--- src/rtc_pkg.sv ---
// rtc_pkg: offsets, reset values, field positions and carrier types for the
// radio trim configuration register group.
// assumes a byte-wide register port on the system clock.
package rtc_pkg;

  // ==========================================================================
  // register offsets (byte addresses of the serial register port)
  localparam logic [5:0] RTC_ADDR_ANALOG    = 6'h20;
  localparam logic [5:0] RTC_ADDR_PWR_SAVE  = 6'h2E;
  localparam logic [5:0] RTC_ADDR_CD_OVR    = 6'h2F;
  localparam logic [5:0] RTC_ADDR_CLK_OVR   = 6'h32;
  localparam logic [5:0] RTC_ADDR_CLK_EN    = 6'h33;
  localparam logic [5:0] RTC_ADDR_LOCK_CNT  = 6'h38;
  localparam logic [5:0] RTC_ADDR_ID_BASE   = 6'h3C;

  // ==========================================================================
  // field positions
  localparam int RTC_BIT_CTRL       = 7;
  localparam int RTC_BIT_WR_GATE    = 6;
  localparam int RTC_BIT_ID_RD_EN   = 5;
  localparam int RTC_BIT_AUTO_SYNTH = 1;
  localparam int RTC_ID_WIDTH       = 30;

  // ==========================================================================
  // reset values
  localparam logic [7:0] RTC_RST_PWR_SAVE = 8'h00;
  localparam logic [7:0] RTC_RST_CD_OVR   = 8'h00;
  localparam logic [7:0] RTC_RST_CLK_OVR  = 8'h00;
  localparam logic [7:0] RTC_RST_CLK_EN   = 8'h00;
  localparam logic [7:0] RTC_RST_LOCK_CNT = 8'h64;

  // ==========================================================================
  // timing: one lock-count step is 2 us at a 100 MHz system clock
  localparam int RTC_CLK_MHZ       = 100;
  localparam int RTC_LOCK_STEP_US  = 2;
  localparam int RTC_LOCK_STEP_CYC = RTC_LOCK_STEP_US * RTC_CLK_MHZ;

  // ==========================================================================
  // register access carrier
  typedef struct packed {
    logic       wr;
    logic       rd;
    logic [5:0] addr;
    logic [7:0] wdata;
  } rtc_req_t;

  typedef enum logic [1:0] {
    RTC_LK_IDLE,
    RTC_LK_WAIT,
    RTC_LK_DONE
  } rtc_lock_state_t;

endpackage : rtc_pkg

--- src/rtc_regs.sv ---
// rtc_regs: power-saving, carrier-detect override, manual clock, synthesizer
// lock delay and chip identification registers.
// assumes the serial port framing lives outside and hands over single-cycle
// read and write strobes on CLK_SYS; analog and control bits come in as
// same-clock levels from their own registers.
//
// Notes on behaviour
// power-save bit seven shuts unused circuitry
// power-save writes need analog gate bit
// host sets power-save bit during init
// host writes zero to reserved low bits
// override bit seven forces carrier detect
// override writes need analog gate bit
// host loads both clock registers 0x41
// lock wait is count times 2 us
// counted wait only in auto synth mode
// identification bits 31:30 read as zero
// identification readable only with read enable
// host enables id read only briefly
// id read-only, four bytes, LSB lowest
// gated-off writes leave contents unchanged
// disabled id reads return zero
`timescale 1ns/1ps
`default_nettype none

module rtc_regs
  import rtc_pkg::*;
(
  input  wire logic                    CLK_SYS,
  input  wire logic                    RST,
  input  wire logic                    REQ_WR,
  input  wire logic                    REQ_RD,
  input  wire logic [5:0]              REQ_ADDR,
  input  wire logic [7:0]              REQ_WDATA,
  input  wire logic [7:0]              ANALOG_CTRL,
  input  wire logic [7:0]              RADIO_CTRL,
  input  wire logic                    PLL_LOCK_USED,
  input  wire logic                    SYNTH_START,
  input  wire logic [RTC_ID_WIDTH-1:0] CHIP_ID,
  input  wire logic                    CD_RAW,
  output logic [7:0]                   RD_DATA,
  output logic                         RD_VALID,
  output logic                         POWER_SAVE,
  output logic                         CD_OUT,
  output logic [7:0]                   CLK_OVR,
  output logic [7:0]                   CLK_EN,
  output logic                         SYNTH_LOCKED
);

  // ==========================================================================
  // request decode
  rtc_req_t req;
  assign req = '{wr: REQ_WR, rd: REQ_RD, addr: REQ_ADDR, wdata: REQ_WDATA};

  wire       wr_gate   = ANALOG_CTRL[RTC_BIT_WR_GATE];
  wire       id_rd_en  = ANALOG_CTRL[RTC_BIT_ID_RD_EN];
  wire       auto_mode = ~RADIO_CTRL[RTC_BIT_AUTO_SYNTH];
  wire       wr_ps     = req.wr && req.addr == RTC_ADDR_PWR_SAVE && wr_gate;
  wire       wr_cd     = req.wr && req.addr == RTC_ADDR_CD_OVR && wr_gate;
  wire       wr_co     = req.wr && req.addr == RTC_ADDR_CLK_OVR;
  wire       wr_ce     = req.wr && req.addr == RTC_ADDR_CLK_EN;
  wire       wr_lc     = req.wr && req.addr == RTC_ADDR_LOCK_CNT;
  wire       id_hit    = req.addr[5:2] == RTC_ADDR_ID_BASE[5:2];

  logic [7:0] ps_reg, cd_reg, co_reg, ce_reg, lc_reg;

  // ==========================================================================
  // writable registers; gated writes hold contents when gate is low
  always_ff @(posedge CLK_SYS) begin
    if (RST) begin
      ps_reg <= RTC_RST_PWR_SAVE;
      cd_reg <= RTC_RST_CD_OVR;
      co_reg <= RTC_RST_CLK_OVR;
      ce_reg <= RTC_RST_CLK_EN;
      lc_reg <= RTC_RST_LOCK_CNT;
    end else begin
      if (wr_ps) ps_reg <= req.wdata;
      if (wr_cd) cd_reg <= req.wdata;
      if (wr_co) co_reg <= req.wdata;
      if (wr_ce) ce_reg <= req.wdata;
      if (wr_lc) lc_reg <= req.wdata;
    end
  end

  assign POWER_SAVE = ps_reg[RTC_BIT_CTRL];
  assign CD_OUT     = cd_reg[RTC_BIT_CTRL] | CD_RAW;
  assign CLK_OVR    = co_reg;
  assign CLK_EN     = ce_reg;

  // ==========================================================================
  // identification byte select, zero top bits, zero when disabled
  wire [31:0] id_word  = {2'b00, CHIP_ID};
  wire [7:0]  id_byte  = id_rd_en ? id_word[req.addr[1:0]*8 +: 8]
                                  : 8'h00;

  logic [7:0] rd_mux;
  always_comb begin
    rd_mux = 8'h00;
    if (id_hit) rd_mux = id_byte;
    else begin
      case (req.addr)
        RTC_ADDR_PWR_SAVE: rd_mux = ps_reg;
        RTC_ADDR_CD_OVR:   rd_mux = cd_reg;
        RTC_ADDR_CLK_OVR:  rd_mux = co_reg;
        RTC_ADDR_CLK_EN:   rd_mux = ce_reg;
        RTC_ADDR_LOCK_CNT: rd_mux = lc_reg;
        default:           rd_mux = 8'h00;
      endcase
    end
  end

  always_ff @(posedge CLK_SYS) begin
    if (RST) begin
      RD_DATA  <= 8'h00;
      RD_VALID <= 1'b0;
    end else begin
      RD_DATA  <= req.rd ? rd_mux : RD_DATA;
      RD_VALID <= req.rd;
    end
  end

  // ==========================================================================
  // synthesizer lock delay: count steps of 2 us, then report lock.
  // with manual synth control or the pll lock pin in use, lock is immediate unless a counted wait is already under way.
  rtc_lock_state_t lk_reg, lk_next;
  logic [7:0]  step_reg;
  logic [15:0] cyc_reg;
  wire counted   = auto_mode && !PLL_LOCK_USED;
  wire step_tick = cyc_reg == 16'(RTC_LOCK_STEP_CYC - 1);

  always_comb begin
    lk_next = lk_reg;
    case (lk_reg)
      RTC_LK_IDLE: if (SYNTH_START) lk_next = counted && lc_reg != 8'h00
                                              ? RTC_LK_WAIT : RTC_LK_DONE;
      RTC_LK_WAIT: if (step_tick && step_reg == 8'h01) lk_next = RTC_LK_DONE;
      RTC_LK_DONE: if (SYNTH_START) lk_next = counted && lc_reg != 8'h00
                                              ? RTC_LK_WAIT : RTC_LK_DONE;
      default:     lk_next = RTC_LK_IDLE;
    endcase
  end

  always_ff @(posedge CLK_SYS) begin
    if (RST) begin
      lk_reg   <= RTC_LK_IDLE;
      step_reg <= 8'h00;
      cyc_reg  <= 16'h0000;
    end else begin
      lk_reg <= lk_next;
      if (SYNTH_START) begin
        step_reg <= lc_reg;
        cyc_reg  <= 16'h0000;
      end else if (lk_reg == RTC_LK_WAIT) begin
        cyc_reg  <= step_tick ? 16'h0000 : cyc_reg + 16'h0001;
        if (step_tick) step_reg <= step_reg - 8'h01;
      end
    end
  end

  assign SYNTH_LOCKED = lk_reg == RTC_LK_DONE;

  // ==========================================================================
  // assertion helpers
  // a 200-cycle repetition is too costly to unroll, so count instead
  logic [15:0] since_reg;
  logic        one_step_reg;

  always_ff @(posedge CLK_SYS) begin
    if (RST) begin
      since_reg    <= 16'h0000;
      one_step_reg <= 1'b0;
    end else if (SYNTH_START) begin
      since_reg    <= 16'h0000;
      one_step_reg <= counted && lc_reg == 8'h01;
    end else if (since_reg != 16'hFFFF) begin
      since_reg    <= since_reg + 16'h0001;
    end
  end
endmodule : rtc_regs

`default_nettype wire

--- config.mk ---
export PLATFORM = sky130hd
export DESIGN_NAME = rtc_regs
export DESIGN_NICKNAME = d
export VERILOG_FILES = /design/src/rtc_pkg.sv /design/src/rtc_regs.sv
export SDC_FILE = /design/constraint.sdc
export NUM_CORES = 1
export LEC_CHECK = 0
export BUFFER_PORTS_ARGS = -buffer_cell sky130_fd_sc_hd__clkbuf_2
export CORE_MARGIN = 1
export CORE_UTILIZATION = 40
export DETAILED_ROUTE_END_ITERATION = 7
export PLACE_DENSITY_LB_ADDON = 0.25
export RECOVER_POWER = 50
export SYNTH_ARGS = -nofsm -noshare
export SYNTH_HDL_FRONTEND = slang
export SYNTH_SLANG_ARGS = --single-unit
--- constraint.sdc ---
create_clock -name CLK_SYS -period 2.3 [get_ports CLK_SYS]
set_input_delay 0.23 -clock CLK_SYS [delete_from_list [all_inputs] [get_ports CLK_SYS]]
set_output_delay 0.23 -clock CLK_SYS [all_outputs]
set_load 0.01 [all_outputs]
; Word level (Yosys, flattened, before mapping)
; Index checks and enable logic that the tools add are counted.
[totals]
ff_bits = 75
elab_cells = 57
[classes]
add_sub_neg = 2
eq_ne = 12
shift = 1
mux = 11
bitwise_logic = 2
n_reduce_logical = 19
[op_table]
columns = op, n
row1 = 8-bit two-way mux, 5
row2 = 8-bit one-hot mux with 5 select lines, 1
row3 = 32-bit by 6-bit variable part select with 8-bit output, 1
row4 = "6-bit == test, second input constant", 5
row5 = "16-bit by 1-bit adder with 16-bit output, second input constant", 1
row6 = "16-bit by 8-bit == test with 1-bit output, second input constant", 1
row7 = 16-bit two-way mux, 1
row8 = 1-bit logical AND, 10
row9 = "8-bit by 1-bit == test with 1-bit output, second input constant", 1
row10 = 8-bit nonzero test, 1
row11 = "8-bit by 1-bit subtractor with 8-bit output, second input constant", 1
row12 = 2-bit two-way mux, 3
row13 = "4-bit == test, second input constant", 1
row14 = 2-bit one-hot mux with 2 select lines, 1
row15 = 2-bit AND reduction, 2
row16 = 2-bit nonzero test, 2
row17 = 2-bit OR reduction, 2
row18 = "2-bit by 1-bit == test with 1-bit output, second input constant", 1
row19 = "2-bit == test, second input constant", 1
row20 = 2-bit logical NOT, 1
row21 = "2-bit by 1-bit != test with 1-bit output, second input constant", 1
row22 = "2-bit != test, second input constant", 1
row23 = 1-bit logical NOT, 1
row24 = 1-bit inverter, 1
row25 = 1-bit OR, 1

; Logic depth before layout (Yosys ltp)
; Gate-level depths: netlist of run 1.
[depth]
ltp_word = 6
ltp_mapped = 7
ltp_nobuf = 6

; Worst setup path after synthesis of run 1
; OpenSTA, ideal clock, no wires.
[synth_path]
path_type = flip-flop to flip-flop
startpoint = register cyc_reg[0]
endpoint = register cyc_reg[14]
setup_ps = 70
arrival_ps = 1488
t_required_ps = 2230
slack_ps = 743
path_stages_with_launch = 7
path_buffers = 1
synth_period_minus_slack_ps = 1557
path_cell_list = dfxtp_1 > ha_1 > and4b_1 > buf_2 > nand3_1 > or3_1 > a21oi_1
[synth_between]
elab_chain_len = 2
[synth_rtl]
columns = item, line_no
row1 = from (decl), rtc_regs.sv:127  ; logic [15:0] cyc_reg;
row2 = from (signal assigned), rtc_regs.sv:154  ; cyc_reg <= step_tick ? 16'h0000 : cyc_reg + 16'h0001;
row3 = 16-bit by 1-bit adder with 16-bit output or 16-bit by 8-bit == test with 1-bit output (tied branches), "rtc_regs.sv:154, rtc_regs.sv:129"
row4 = 16-bit two-way mux (*), rtc_regs.sv:154
; Mark *: on every way between the ends. The rest lies on a longest branch, timed or not.
; A chain may end at the register's enable or synchronous reset.

; Final worst setup path of run 1
[layout_path]
startpoint = input REQ_ADDR[0]
endpoint = register cd_reg[6]
[layout_between]
elab_chain_len = 3
[layout_rtl]
columns = item, line_no
row1 = from (decl), rtc_regs.sv:33  ; input wire logic [5:0] REQ_ADDR,
row2 = 6-bit == test, rtc_regs.sv:59  ; wire wr_cd = req.wr && req.addr == RTC_ADDR_CD_OVR && wr_gate;
row3 = 1-bit logical AND (2 in a row), rtc_regs.sv:59
row4 = to (signal assigned), rtc_regs.sv:78  ; if (wr_cd) cd_reg <= req.wdata;
row5 = to (decl), rtc_regs.sv:65  ; logic [7:0] ps_reg, cd_reg, co_reg, ce_reg, lc_reg;
; Every way passes these cells.

==> results of run 1 <==
-- power groups by stage --
stage          Combinational, uW  Sequential (uW)  Clock [uW]
3_3_place_gp                 236             1370           0
3_5_place_dp                 242             1370           0
4_1_cts                      242             1340        1050
5_1_grt                      259             1340        1120
6_report                     235             1340        1030
2_1_floorplan                141             1370           0
-- cell families after synthesis --
logic type      Yosys count  synth area share
buf+inv                  35            0.0491
simple gates            187             0.282
mux                      25            0.0856
compound gates           80             0.158
flops                    75             0.390
fa+ha+maj                 3           0.00976
xor+xnor                 11            0.0250
-- metal layers --
metal	track usage	up-vias
met1	0.289	1644
met4	0.0613	0
met2	0.319	108
met3	0.0432	13
met5	0	-
li1	-	1724
-- layout by cell type, fill, tap and decap left out, types with 9 or more instances in the layout --
cell type	instances
sky130_fd_sc_hd__a21oi_1	30
sky130_fd_sc_hd__a311oi_1	11
sky130_fd_sc_hd__and3_1	11
sky130_fd_sc_hd__clkbuf_1	32
sky130_fd_sc_hd__clkbuf_2	53
sky130_fd_sc_hd__clkbuf_8	9
sky130_fd_sc_hd__dfxtp_1	75
sky130_fd_sc_hd__inv_1	9
sky130_fd_sc_hd__mux2i_1	19
sky130_fd_sc_hd__nand2_1	33
sky130_fd_sc_hd__nand3_1	30
sky130_fd_sc_hd__nor2_1	46
-- critical path: cells and delay by family --
family / cells / cell delay, ps
buf+inv: 2 / 850
mux: 1 / 270
simple gates: 3 / 860
-- layout make-up --
class / instances / area (sq um) / share of cell area
clock inverters: 7 / 75.1 / 0.0167
well taps: 129 / 161 / 0.0360
flip-flops and latches: 75 / 1500 / 0.335
multi-input cells: 306 / 2150 / 0.479
repair buffers: 92 / 438 / 0.0977
inverters: 9 / 33.8 / 0.00754
clock buffers: 9 / 124 / 0.0276
-- through the flow --
stage	setup WS (ps)	cells
detailed placement	389	611
global placement	428	611
floorplan	743	416
CTS	355	627
finish	281	627
global route	118	627
-- path summary, 6_finish.rpt --
check,cells past startpoint,startpoint,end
min reg2reg,2,CLK_OVR[6],CLK_OVR[6]
min,3,REQ_WDATA[0],CLK_EN[0]
max reg2reg,5,cyc_reg[0],step_reg[4]
max,6,REQ_ADDR[0],cd_reg[6]
==> report_table.html, run 1 <==
<table>
<tr><th>Metric</th><th>Value</th></tr>
<tr><th colspan="2">Run status</th></tr>
<tr><td>Status</td><td>completed</td></tr>
<tr><th colspan="2">Detailed routing</th></tr>
<tr><td>WL final</td><td>9670 um</td></tr>
<tr><td>Wire length on met3</td><td>533 um</td></tr>
<tr><td>M1 wire length</td><td>4550 um</td></tr>
<tr><td>Number of vias per cell</td><td>5.56</td></tr>
<tr><td>Antenna-violating nets left</td><td>0</td></tr>
<tr><td>Pre-Repair DR Iteration Count</td><td>5</td></tr>
<tr><td>Uppermost signal routing layer after detailed routing</td><td>met4</td></tr>
<tr><td>Iteration-0 DRC count of the detailed router</td><td>around 230</td></tr>
<tr><td>Amount of wire on met2 after detailed routing</td><td>between 4000 and 5000 um</td></tr>
<tr><td>Routed via count</td><td>~3500</td></tr>
<tr><td>Average wire length per cell after detail routing</td><td>about 15 um</td></tr>
<tr><td>DRC violations left</td><td>0</td></tr>
<tr><th colspan="2">Synth</th></tr>
<tr><td>Top cells by count, synth</td><td>75 x sky130_fd_sc_hd__dfxtp_1, 46 x sky130_fd_sc_hd__nor2_1, 33 x sky130_fd_sc_hd__nand2_1, 30 x sky130_fd_sc_hd__a21oi_1, 30 x sky130_fd_sc_hd__nand3_1</td></tr>
<tr><td>Post-synthesis sequential area ratio</td><td>0.390</td></tr>
<tr><td>Synth Register Bits</td><td>between 70 and 80</td></tr>
<tr><td>Count of warnings emitted by yosys</td><td>0</td></tr>
<tr><td>Synthesized area</td><td>3850 sq um</td></tr>
<tr><td>Count of flip-flops with a built-in enable after synthesis</td><td>0</td></tr>
<tr><td>Cell type with the largest total area after synthesis</td><td>sky130_fd_sc_hd__dfxtp_1</td></tr>
<tr><td>Area contributors post-synth</td><td>sky130_fd_sc_hd__dfxtp_1 39%, sky130_fd_sc_hd__mux2i_1 4.9%, sky130_fd_sc_hd__nor2_1 4.5%</td></tr>
<tr><td>Portion of synthesized cell area occupied by the leading cell type</td><td>0.390</td></tr>
<tr><td>Average instance area after synthesis</td><td>between 9 and 10 sq um</td></tr>
<tr><td>Unique masters post-synth</td><td>61</td></tr>
<tr><td>Syn nets</td><td>486</td></tr>
<tr><td>Top_reg_cell synth</td><td>sky130_fd_sc_hd__dfxtp_1</td></tr>
<tr><td>Post-synthesis instance total</td><td>416</td></tr>
<tr><td>Most common cell in the netlist</td><td>sky130_fd_sc_hd__dfxtp_1</td></tr>
<tr><td>Proportion of register bits with asynchronous set or reset after synthesis</td><td>0</td></tr>
<tr><th colspan="2">Setup path</th></tr>
<tr><td>Most repeated library cell on the critical path</td><td>sky130_fd_sc_hd__clkbuf_1</td></tr>
<tr><td>Capturing element type of the critical path</td><td>flop</td></tr>
<tr><td>Worst endpoint data arrival time</td><td>roughly 2200 ps</td></tr>
<tr><td>Maximum cell stage delay along the critical path</td><td>710 ps</td></tr>
<tr><td>Worst Setup Path Type</td><td>input pin to flop</td></tr>
<tr><td>Startpoint kind of the worst setup timing path</td><td>input pin</td></tr>
<tr><td>Critical path required time</td><td>between 2000 and 3000 ps</td></tr>
<tr><td>Cell with the largest stage delay on the worst path</td><td>sky130_fd_sc_hd__nor3_2</td></tr>
<tr><td>Flop2flop setup slack</td><td>340 ps</td></tr>
<tr><td>Crit-path cells</td><td>clkbuf_1 -&gt; clkbuf_1 -&gt; nand2_4 -&gt; nor3_2 -&gt; mux2i_1 -&gt; nor2_1</td></tr>
<tr><td>Top fanout value on the critical path</td><td>11</td></tr>
<tr><th colspan="2">Floorplanning</th></tr>
<tr><td>Overall die width</td><td>around 100 um</td></tr>
<tr><td>Row count</td><td>35</td></tr>
<tr><td>Die height</td><td>roughly 100 um</td></tr>
<tr><td>IO Count</td><td>95</td></tr>
<tr><td>Starting utilization of the core area</td><td>0.414</td></tr>
<tr><td>Core Region</td><td>9280 sq um</td></tr>
<tr><td>Die outline area</td><td>10000 sq um</td></tr>
<tr><th colspan="2">Pwr</th></tr>
<tr><td>Static Leakage</td><td>approximately 0.0016 uW</td></tr>
<tr><td>Total power consumption of the routed design</td><td>approximately 2600 uW</td></tr>
<tr><td>Proportion of total power due to net switching</td><td>0.258</td></tr>
<tr><td>Internal power consumption</td><td>1930 uW</td></tr>
<tr><td>Gate power share</td><td>0.091</td></tr>
<tr><td>Proportion of power drawn by the clock network</td><td>0.395</td></tr>
<tr><td>Switching power</td><td>669 uW</td></tr>
<tr><td>Pwr/cell area</td><td>579 nW/um^2</td></tr>
<tr><td>Share of total power in sequential cells</td><td>0.514</td></tr>
<tr><td>Largest vdd supply drop</td><td>~0.00021 V</td></tr>
<tr><th colspan="2">Timing</th></tr>
<tr><td>Minimum hold slack</td><td>167 ps</td></tr>
<tr><td>Final worst path period share</td><td>0.878</td></tr>
<tr><td>Final setup vio count</td><td>0</td></tr>
<tr><td>Post-layout min period</td><td>around 2000 ps</td></tr>
<tr><td>Max frequency</td><td>495 MHz</td></tr>
<tr><td>RSZ-0062 raised after global routing</td><td>no</td></tr>
<tr><td>Measured slew at the worst slew-check pin</td><td>1110 ps</td></tr>
<tr><td>Relative max-transition margin</td><td>0.258</td></tr>
<tr><td>Final Hold Violating Endpoints</td><td>0</td></tr>
<tr><td>Worst clock skew</td><td>12.1 ps</td></tr>
<tr><td>Max-slew violation count</td><td>0</td></tr>
<tr><td>Summed negative setup slack over all endpoints</td><td>0 ps</td></tr>
<tr><th colspan="2">Layout</th></tr>
<tr><td>Fill cell total of the finished layout</td><td>a little over 900</td></tr>
<tr><td>Number of flip-flops in the largest register</td><td>16</td></tr>
<tr><td>ANT cells</td><td>0</td></tr>
<tr><td>Final instance area</td><td>between 4000 and 5000 sq um</td></tr>
<tr><td>Proportion of layout cells with a drive suffix above 1</td><td>0.213</td></tr>
<tr><td>Post-synthesis to final-layout area growth</td><td>16.6%</td></tr>
<tr><td>Final Net Count</td><td>around 560</td></tr>
<tr><td>Final cell utilization of the core</td><td>0.483</td></tr>
<tr><th colspan="2">Flow run</th></tr>
<tr><td>Maxcap violations</td><td>0</td></tr>
<tr><th colspan="2">Placed design</th></tr>
<tr><td>Detailed Place HPWL</td><td>7120 um</td></tr>
<tr><td>Count of port buffers added during placement</td><td>81</td></tr>
<tr><td>Global placement routability congestion</td><td>approximately 0.80</td></tr>
<tr><td>Dpl cell area</td><td>4340 sq um</td></tr>
<tr><th colspan="2">Clocking</th></tr>
<tr><td>Number of buffers inserted during clock tree synthesis</td><td>9</td></tr>
<tr><td>Num Clock Sinks</td><td>75</td></tr>
<tr><td>Clock Tree Root</td><td>sky130_fd_sc_hd__clkbuf_8</td></tr>
<tr><td>Clock tree from TritonCTS</td><td>built</td></tr>
<tr><td>Deepest clock path buffer count</td><td>2</td></tr>
<tr><td>Post-cts hold buffer count</td><td>0</td></tr>
<tr><td>Reg clk slew, reported paths</td><td>90 ps</td></tr>
<tr><td>Number of H-tree branching levels</td><td>3</td></tr>
<tr><td>Post-CTS Setup Repair Bufs</td><td>0</td></tr>
<tr><td>Resized cells post-CTS</td><td>0</td></tr>
<tr><td>Worst-skew pair later-pin latency</td><td>between 300 and 400 ps</td></tr>
<tr><th colspan="2">Global route</th></tr>
<tr><td>Pin count of the biggest net entering global routing</td><td>27</td></tr>
<tr><td>Global-route wire length before repair</td><td>~16000 um</td></tr>
<tr><td>Antenna violations before repair</td><td>0</td></tr>
<tr><td>Global-route usage over all layers</td><td>0.206</td></tr>
<tr><td>Gr ovfl total</td><td>0</td></tr>
<tr><td>Via count of the first global-routing pass</td><td>between 3000 and 4000</td></tr>
<tr><th colspan="2">Hold path</th></tr>
<tr><td>Type of the worst min-delay path</td><td>input pin to flop</td></tr>
</table>
(Power assumes the default switching activity.)
==> inputs of run 2 (changes only) <==
==> constraint.sdc (replaced) <==
create_clock -name CLK_SYS -period 2.3 [get_ports CLK_SYS]
set_input_delay 0 -clock CLK_SYS [delete_from_list [all_inputs] [get_ports CLK_SYS]]
set_output_delay 0 -clock CLK_SYS [all_outputs]
set_load 0.01 [all_outputs]
==> run 2 against run 1 <==
The run now ends with max-capacitance violations, max-slew violations left. First-iteration DRC count down 7.9%. Register-to-register slack worse by 50 ps. Cell count up 1.3%. Clock skew down 1.4 ps. Combinational power up 6%. Sequential power about the same. Power up 2.3%. Worst setup slack better by 8.6 ps. Non-clock buffer count up 8. Maximum frequency up 0.43%. Critical path type is now flop to flop. Critical endpoint is now lk_reg[0].
==> report_table.html, run 2 (synthesized netlist as in run 1, its figures left out) <==
<table>
<tr><th>Metric</th><th>Value</th></tr>
<tr><th colspan="2">Timing</th></tr>
<tr><td>Summed negative setup slack over all endpoints</td><td>0 ps</td></tr>
<tr><td>Max-slew violation count</td><td>between 40 and 50</td></tr>
<tr><td>Max frequency</td><td>497 MHz</td></tr>
<tr><td>Measured slew at the worst slew-check pin</td><td>approximately 1700 ps</td></tr>
<tr><td>Post-layout min period</td><td>between 2000 and 2500 ps</td></tr>
<tr><td>Worst clock skew</td><td>around 11 ps</td></tr>
<tr><td>RSZ-0062 raised after global routing</td><td>no</td></tr>
<tr><td>Final setup vio count</td><td>0</td></tr>
<tr><td>Relative max-transition margin</td><td>-0.153</td></tr>
<tr><td>Final Hold Violating Endpoints</td><td>0</td></tr>
<tr><td>Final worst path period share</td><td>0.874</td></tr>
<tr><th colspan="2">Clocking</th></tr>
<tr><td>Deepest clock path buffer count</td><td>2</td></tr>
<tr><td>Num Clock Sinks</td><td>75</td></tr>
<tr><td>Clock Tree Root</td><td>sky130_fd_sc_hd__clkbuf_8</td></tr>
<tr><td>Resized cells post-CTS</td><td>0</td></tr>
<tr><td>Reg clk slew, reported paths</td><td>about 80 ps</td></tr>
<tr><td>Worst-skew pair later-pin latency</td><td>360 ps</td></tr>
<tr><td>Number of H-tree branching levels</td><td>3</td></tr>
<tr><td>Post-CTS Setup Repair Bufs</td><td>0</td></tr>
<tr><td>Clock tree from TritonCTS</td><td>built</td></tr>
<tr><td>Number of buffers inserted during clock tree synthesis</td><td>9</td></tr>
<tr><th colspan="2">Run status</th></tr>
<tr><td>Status</td><td>complete, but fails checks</td></tr>
<tr><td>Violated checks</td><td>max-capacitance violations, max-slew violations</td></tr>
<tr><th colspan="2">Setup path</th></tr>
<tr><td>Top fanout value on the critical path</td><td>4</td></tr>
<tr><td>Critical register-to-register path startpoint</td><td>lc_reg[7]</td></tr>
<tr><td>Worst Setup Path Type</td><td>flop to flop</td></tr>
<tr><td>Critical path required time</td><td>between 2000 and 3000 ps</td></tr>
<tr><td>Worst endpoint data arrival time</td><td>~2300 ps</td></tr>
<tr><td>Worst Setup SP</td><td>lc_reg[7]</td></tr>
<tr><td>Startpoint kind of the worst setup timing path</td><td>flop</td></tr>
<tr><td>Capturing element type of the critical path</td><td>flop</td></tr>
<tr><th colspan="2">Pwr</th></tr>
<tr><td>Static Leakage</td><td>~0.0016 uW</td></tr>
<tr><td>Largest vdd supply drop</td><td>between 0.0003 and 0.0004 V</td></tr>
<tr><td>Proportion of power drawn by the clock network</td><td>0.404</td></tr>
<tr><td>Internal power consumption</td><td>between 1500 and 2000 uW</td></tr>
<tr><td>Share of total power in sequential cells</td><td>0.502</td></tr>
<tr><td>Gate power share</td><td>0.093</td></tr>
<tr><td>Pwr/cell area</td><td>579 nW/um^2</td></tr>
<tr><td>Switching power</td><td>707 uW</td></tr>
<tr><td>Proportion of total power due to net switching</td><td>0.266</td></tr>
<tr><th colspan="2">Floorplanning</th></tr>
<tr><td>Die height</td><td>roughly 100 um</td></tr>
<tr><td>Row count</td><td>35</td></tr>
<tr><td>Die outline area</td><td>10000 sq um</td></tr>
<tr><td>Starting utilization of the core area</td><td>0.414</td></tr>
<tr><td>IO Count</td><td>95</td></tr>
<tr><td>Overall die width</td><td>approximately 100 um</td></tr>
<tr><td>Core Region</td><td>9280 sq um</td></tr>
<tr><th colspan="2">Detailed routing</th></tr>
<tr><td>Antenna-violating nets left</td><td>0</td></tr>
<tr><td>Routed via count</td><td>roughly 3500</td></tr>
<tr><td>DRC violations left</td><td>0</td></tr>
<tr><td>Average wire length per cell after detail routing</td><td>15.2 um</td></tr>
<tr><td>Number of vias per cell</td><td>5.47</td></tr>
<tr><td>Pre-Repair DR Iteration Count</td><td>5</td></tr>
<tr><td>Iteration-0 DRC count of the detailed router</td><td>around 210</td></tr>
<tr><td>WL final</td><td>slightly below 10000 um</td></tr>
<tr><th colspan="2">Layout</th></tr>
<tr><td>ANT cells</td><td>0</td></tr>
<tr><td>Post-synthesis to final-layout area growth</td><td>19.2%</td></tr>
<tr><td>Most common library cell in the layout ignoring fill and taps</td><td>sky130_fd_sc_hd__dfxtp_1</td></tr>
<tr><td>Leading cell types in the layout, fill and taps excluded</td><td>75 x sky130_fd_sc_hd__dfxtp_1, 52 x sky130_fd_sc_hd__clkbuf_2, 46 x sky130_fd_sc_hd__nor2_1</td></tr>
<tr><td>Non-filler instance count after layout</td><td>roughly 640</td></tr>
<tr><td>Final Net Count</td><td>roughly 570</td></tr>
<tr><td>Proportion of layout cells with a drive suffix above 1</td><td>0.209</td></tr>
<tr><td>Final cell utilization of the core</td><td>0.494</td></tr>
<tr><td>Number of flip-flops in the largest register</td><td>16</td></tr>
<tr><th colspan="2">Global route</th></tr>
<tr><td>Global-route wire length before repair</td><td>15700 um</td></tr>
<tr><td>Antenna violations before repair</td><td>0</td></tr>
<tr><td>Pin count of the biggest net entering global routing</td><td>41</td></tr>
<tr><td>Global-route usage over all layers</td><td>0.199</td></tr>
<tr><td>Via count of the first global-routing pass</td><td>about 3100</td></tr>
<tr><td>Gr ovfl total</td><td>0</td></tr>
<tr><th colspan="2">Hold path</th></tr>
<tr><td>Type of the worst min-delay path</td><td>input pin to flop</td></tr>
<tr><td>Worst Hold Launch</td><td>SYNTH_START</td></tr>
<tr><th colspan="2">Placed design</th></tr>
<tr><td>Global placement routability congestion</td><td>0.794</td></tr>
<tr><td>Count of port buffers added during placement</td><td>between 80 and 90</td></tr>
<tr><td>Detailed Place HPWL</td><td>a little under 7000 um</td></tr>
<tr><td>Instance count after placement with tap cells included</td><td>just over 600</td></tr>
<tr><th colspan="2">Flow run</th></tr>
<tr><td>Maxcap violations</td><td>1</td></tr>
</table>
## run 2: layout make-up
type	instances	area (sq um)
Clock buffer	9	124
Clock inverter	7	82.6
Fill cell	917	4700
Inverter	9	33.8
Multi-Input combinational cell	306	2150
Sequential cell	75	1500
Tap cell	129	161
Timing Repair Buffer	100	533
## run 2: path summary, 6_finish.rpt
path | cells after the start | slack [ps] | end
min reg2reg | 2 | 480 | CLK_OVR[3]
max reg2reg | 5 | 290 | lk_reg[0]
max | 5 | 290 | lk_reg[0]
min | 4 | 70 | step_reg[4]
## run 2: repair_timing
item | 4_1_cts | 5_1_grt
endpoints found under the hold margin | 40 | 0
endpoints found under the setup margin | 0 | 0
hold buffers | 10 | 0
## run 2: critical path, cell delays in order, from the launching register on
cell and delay (ps):
sky130_fd_sc_hd__dfxtp_1 420, sky130_fd_sc_hd__nor4_1 110, sky130_fd_sc_hd__a2111oi_0 580, sky130_fd_sc_hd__dlygate4sd3_1 640, sky130_fd_sc_hd__nand2b_1 60, sky130_fd_sc_hd__a21oi_1 130
## run 2: power groups by stage
stage          registers [uW]  clock network [uW]  logic, uW
6_report                 1330                1070        248
5_1_grt                  1340                1150        272
4_1_cts                  1330                1090        253
3_5_place_dp             1360                   0        239
3_3_place_gp             1360                   0        234
2_1_floorplan            1370                   0        141
## run 2: layer usage
metal	wire length [um]	part of all wire	global-route usage
met1	4600	0.48	0.279
met2	4530	0.47	0.310
met3	388	0.040	0.0383
met4	125	0.013	0.0635
met5	0	0	0
## run 2: per-stage QoR
stage / power [uW] / worst slack (ps) / area (sq um) / hold slack, ps
6_report: 2660 / 290 / 4590 / 66.3
5_1_grt: 2760 / 76.5 / 4590 / 79.8
4_1_cts: 2680 / 255 / 4630 / 60.4
3_5_place_dp: 1600 / 419 / 4330 / 273
3_3_place_gp: 1600 / 456 / 4330 / 272
2_1_floorplan: 1510 / 743 / 3850 / 104
==> inputs of run 3 (changes only) <==
--- a/config.mk
+++ b/config.mk
@@ -5,7 +5,7 @@
 export SDC_FILE = /design/constraint.sdc
 export NUM_CORES = 1
 export LEC_CHECK = 0
-export BUFFER_PORTS_ARGS = -buffer_cell sky130_fd_sc_hd__clkbuf_2
+export BUFFER_PORTS_ARGS = -buffer_cell sky130_fd_sc_hd__buf_2
 export CORE_MARGIN = 1
 export CORE_UTILIZATION = 40
 export DETAILED_ROUTE_END_ITERATION = 7
==> run 3 against run 2 <==
The run still ends with max-capacitance violations, max-slew violations left. Clock skew grew 4.0 ps. Via count about the same. Maximum frequency is essentially flat. Die area is the same. Count of clock-buffer cells in the layout unchanged. Core utilization about the same. Clock power about the same. Register-to-register slack about the same. Sequential power barely moved. Cell area about the same. Power fell by 0.19%. Combinational power is essentially flat. Critical path type unchanged.
==> report_table.html, run 3 (synthesized netlist as in run 1, its figures left out) <==
<table>
<tr><th>Metric</th><th>Value</th></tr>
<tr><th colspan="2">Run status</th></tr>
<tr><td>Status</td><td>complete, but fails checks</td></tr>
<tr><td>Violated checks</td><td>max-capacitance violations, max-slew violations</td></tr>
<tr><th colspan="2">Setup path</th></tr>
<tr><td>Reg-to-reg endpoint</td><td>step_reg[4]</td></tr>
<tr><td>Worst endpoint data arrival time</td><td>roughly 2200 ps</td></tr>
<tr><td>Startpoint kind of the worst setup timing path</td><td>flop</td></tr>
<tr><td>Worst-case reg-to-reg path depth</td><td>5</td></tr>
<tr><td>Critical register-to-register path startpoint</td><td>cyc_reg[0]</td></tr>
<tr><td>Critical path required time</td><td>approximately 2500 ps</td></tr>
<tr><td>Capturing element type of the critical path</td><td>flop</td></tr>
<tr><td>Flop2flop setup slack</td><td>~290 ps</td></tr>
<tr><td>Worst Setup Path Type</td><td>flop to flop</td></tr>
<tr><td>Top fanout value on the critical path</td><td>13</td></tr>
<tr><th colspan="2">Clocking</th></tr>
<tr><td>Post-CTS Setup Repair Bufs</td><td>0</td></tr>
<tr><td>Number of H-tree branching levels</td><td>3</td></tr>
<tr><td>Reg clk slew, reported paths</td><td>around 90 ps</td></tr>
<tr><td>Clock Tree Root</td><td>sky130_fd_sc_hd__clkbuf_8</td></tr>
<tr><td>Number of buffers inserted during clock tree synthesis</td><td>9</td></tr>
<tr><td>Worst-skew pair later-pin latency</td><td>approximately 360 ps</td></tr>
<tr><td>Resized cells post-CTS</td><td>0</td></tr>
<tr><td>Post-cts hold buffer count</td><td>11</td></tr>
<tr><td>Num Clock Sinks</td><td>75</td></tr>
<tr><td>Deepest clock path buffer count</td><td>2</td></tr>
<tr><td>Clock tree from TritonCTS</td><td>built</td></tr>
<tr><th colspan="2">Floorplanning</th></tr>
<tr><td>Starting utilization of the core area</td><td>0.414</td></tr>
<tr><td>Overall die width</td><td>~100 um</td></tr>
<tr><td>Die outline area</td><td>10000 sq um</td></tr>
<tr><td>Row count</td><td>35</td></tr>
<tr><td>Core Region</td><td>9280 sq um</td></tr>
<tr><td>Die height</td><td>100 um</td></tr>
<tr><td>IO Count</td><td>95</td></tr>
<tr><th colspan="2">Timing</th></tr>
<tr><td>Max-slew violation count</td><td>32</td></tr>
<tr><td>Post-layout min period</td><td>around 2000 ps</td></tr>
<tr><td>Minimum hold slack</td><td>roughly 35 ps</td></tr>
<tr><td>Final setup vio count</td><td>0</td></tr>
<tr><td>Max frequency</td><td>498 MHz</td></tr>
<tr><td>Summed negative setup slack over all endpoints</td><td>0 ps</td></tr>
<tr><td>Relative max-transition margin</td><td>-0.000411</td></tr>
<tr><td>Final worst path period share</td><td>0.874</td></tr>
<tr><td>Final Hold Violating Endpoints</td><td>0</td></tr>
<tr><td>Worst clock skew</td><td>14.7 ps</td></tr>
<tr><td>RSZ-0062 raised after global routing</td><td>no</td></tr>
<tr><td>Measured slew at the worst slew-check pin</td><td>between 1500 and 2000 ps</td></tr>
<tr><th colspan="2">Pwr</th></tr>
<tr><td>Pwr/cell area</td><td>approximately 580 nW/um^2</td></tr>
<tr><td>Largest vdd supply drop</td><td>0.000293 V</td></tr>
<tr><td>Static Leakage</td><td>between 0.0015 and 0.002 uW</td></tr>
<tr><th colspan="2">Placed design</th></tr>
<tr><td>Dpl cell area</td><td>4310 sq um</td></tr>
<tr><td>Detailed Place HPWL</td><td>~7000 um</td></tr>
<tr><td>Count of port buffers added during placement</td><td>81</td></tr>
<tr><td>Global placement routability congestion</td><td>0.823</td></tr>
<tr><th colspan="2">Detailed routing</th></tr>
<tr><td>Iteration-0 DRC count of the detailed router</td><td>200</td></tr>
<tr><td>Number of vias per cell</td><td>about 5.5</td></tr>
<tr><td>WL final</td><td>~10000 um</td></tr>
<tr><td>Antenna-violating nets left</td><td>0</td></tr>
<tr><td>Average wire length per cell after detail routing</td><td>~15 um</td></tr>
<tr><td>DRC violations left</td><td>0</td></tr>
<tr><td>Routed via count</td><td>3475</td></tr>
<tr><td>Pre-Repair DR Iteration Count</td><td>5</td></tr>
<tr><th colspan="2">Global route</th></tr>
<tr><td>Global-route wire length before repair</td><td>16100 um</td></tr>
<tr><td>Highest-utilization routing layer at the global route stage</td><td>met2</td></tr>
<tr><td>Global routing usage on met1</td><td>0.286</td></tr>
<tr><td>Met2 track demand over resource</td><td>0.315</td></tr>
<tr><td>Gr ovfl total</td><td>0</td></tr>
<tr><td>Global-route usage over all layers</td><td>0.204</td></tr>
<tr><td>Via count of the first global-routing pass</td><td>about 3200</td></tr>
<tr><td>Global-route met3 utilization</td><td>0.0411</td></tr>
<tr><td>Antenna violations before repair</td><td>0</td></tr>
<tr><td>Pin count of the biggest net entering global routing</td><td>33</td></tr>
<tr><th colspan="2">Layout</th></tr>
<tr><td>Most common library cell in the layout ignoring fill and taps</td><td>sky130_fd_sc_hd__dfxtp_1</td></tr>
<tr><td>Final Net Count</td><td>570</td></tr>
<tr><td>ANT cells</td><td>0</td></tr>
<tr><td>Proportion of layout cells with a drive suffix above 1</td><td>0.206</td></tr>
<tr><td>Number of flip-flops in the largest register</td><td>16</td></tr>
<tr><td>Post-synthesis to final-layout area growth</td><td>19.1%</td></tr>
<tr><td>Leading cell types in the layout, fill and taps excluded</td><td>75 x sky130_fd_sc_hd__dfxtp_1, 51 x sky130_fd_sc_hd__buf_2, 46 x sky130_fd_sc_hd__nor2_1</td></tr>
<tr><td>Final instance area</td><td>4580 sq um</td></tr>
<tr><th colspan="2">Hold path</th></tr>
<tr><td>Type of the worst min-delay path</td><td>input pin to flop</td></tr>
<tr><td>Hold Crit Depth</td><td>2</td></tr>
<tr><td>Worst Hold Launch</td><td>REQ_RD</td></tr>
<tr><td>Endpoint with the worst hold slack</td><td>RD_VALID</td></tr>
<tr><th colspan="2">Flow run</th></tr>
<tr><td>Maxcap violations</td><td>1</td></tr>
</table>
[run 3: cell count changes in the layout (fill, tap and decap cells not counted), sizes merged]
cell | before | now
buf | 8 | 57
clkbuf | 91 | 40
clkinv | 0 | 2
clkinvlp | 2 | 1
dlygate4sd3 | 10 | 11
inv | 13 | 12
[run 3: layer usage]
layer	wire (um)	share of wire
met1	4780	0.49
met2	4370	0.45
met3	464	0.048
met4	142	0.015
met5	0	0
[run 3: worst max-delay path by stage]
stage,slack [ps],endpoint,cells past startpoint,startpoint
after floorplan,740,cyc_reg[14],6,cyc_reg[0]
after global placement,460,step_reg[4],5,cyc_reg[0]
after detailed placement,380,step_reg[4],5,cyc_reg[0]
after CTS,290,lk_reg[0],5,lc_reg[7]
after global routing,70,step_reg[4],5,cyc_reg[0]
final,290,step_reg[4],5,cyc_reg[0]
[run 3: final cells by class]
type / instances / area, sq um
clock buffers: 9 / 124
clock inverters: 7 / 83.8
fillers: 909 / 4700
inverters: 9 / 33.8
multi-input cells: 306 / 2150
flip-flops and latches: 75 / 1500
well taps: 129 / 161
repair buffers: 99 / 528
[run 3: power breakdown]
group	internal (uW)	switching, uW
Combinational	111	137
Sequential	1320	17.2
Clock	520	547
[run 3: critical path: stages (launching register included)]
cell                        delay, ps
sky130_fd_sc_hd__dfxtp_1          370
sky130_fd_sc_hd__ha_1             230
sky130_fd_sc_hd__and4b_1          520
sky130_fd_sc_hd__nand3_1          160
sky130_fd_sc_hd__or2_0            230
sky130_fd_sc_hd__a2111oi_1        370
[run 3: through the flow]
step | worst slack [ps] | power (uW) | cells | utilization
floorplan | 743 | 1510 | 416 | -
global placement | 461 | 1600 | 607 | 0.464
detailed placement | 383 | 1600 | 607 | 0.464
CTS | 288 | 2670 | 634 | 0.499
global route | 69.8 | 2760 | 634 | 0.494
finish | 291 | 2650 | 634 | 0.494
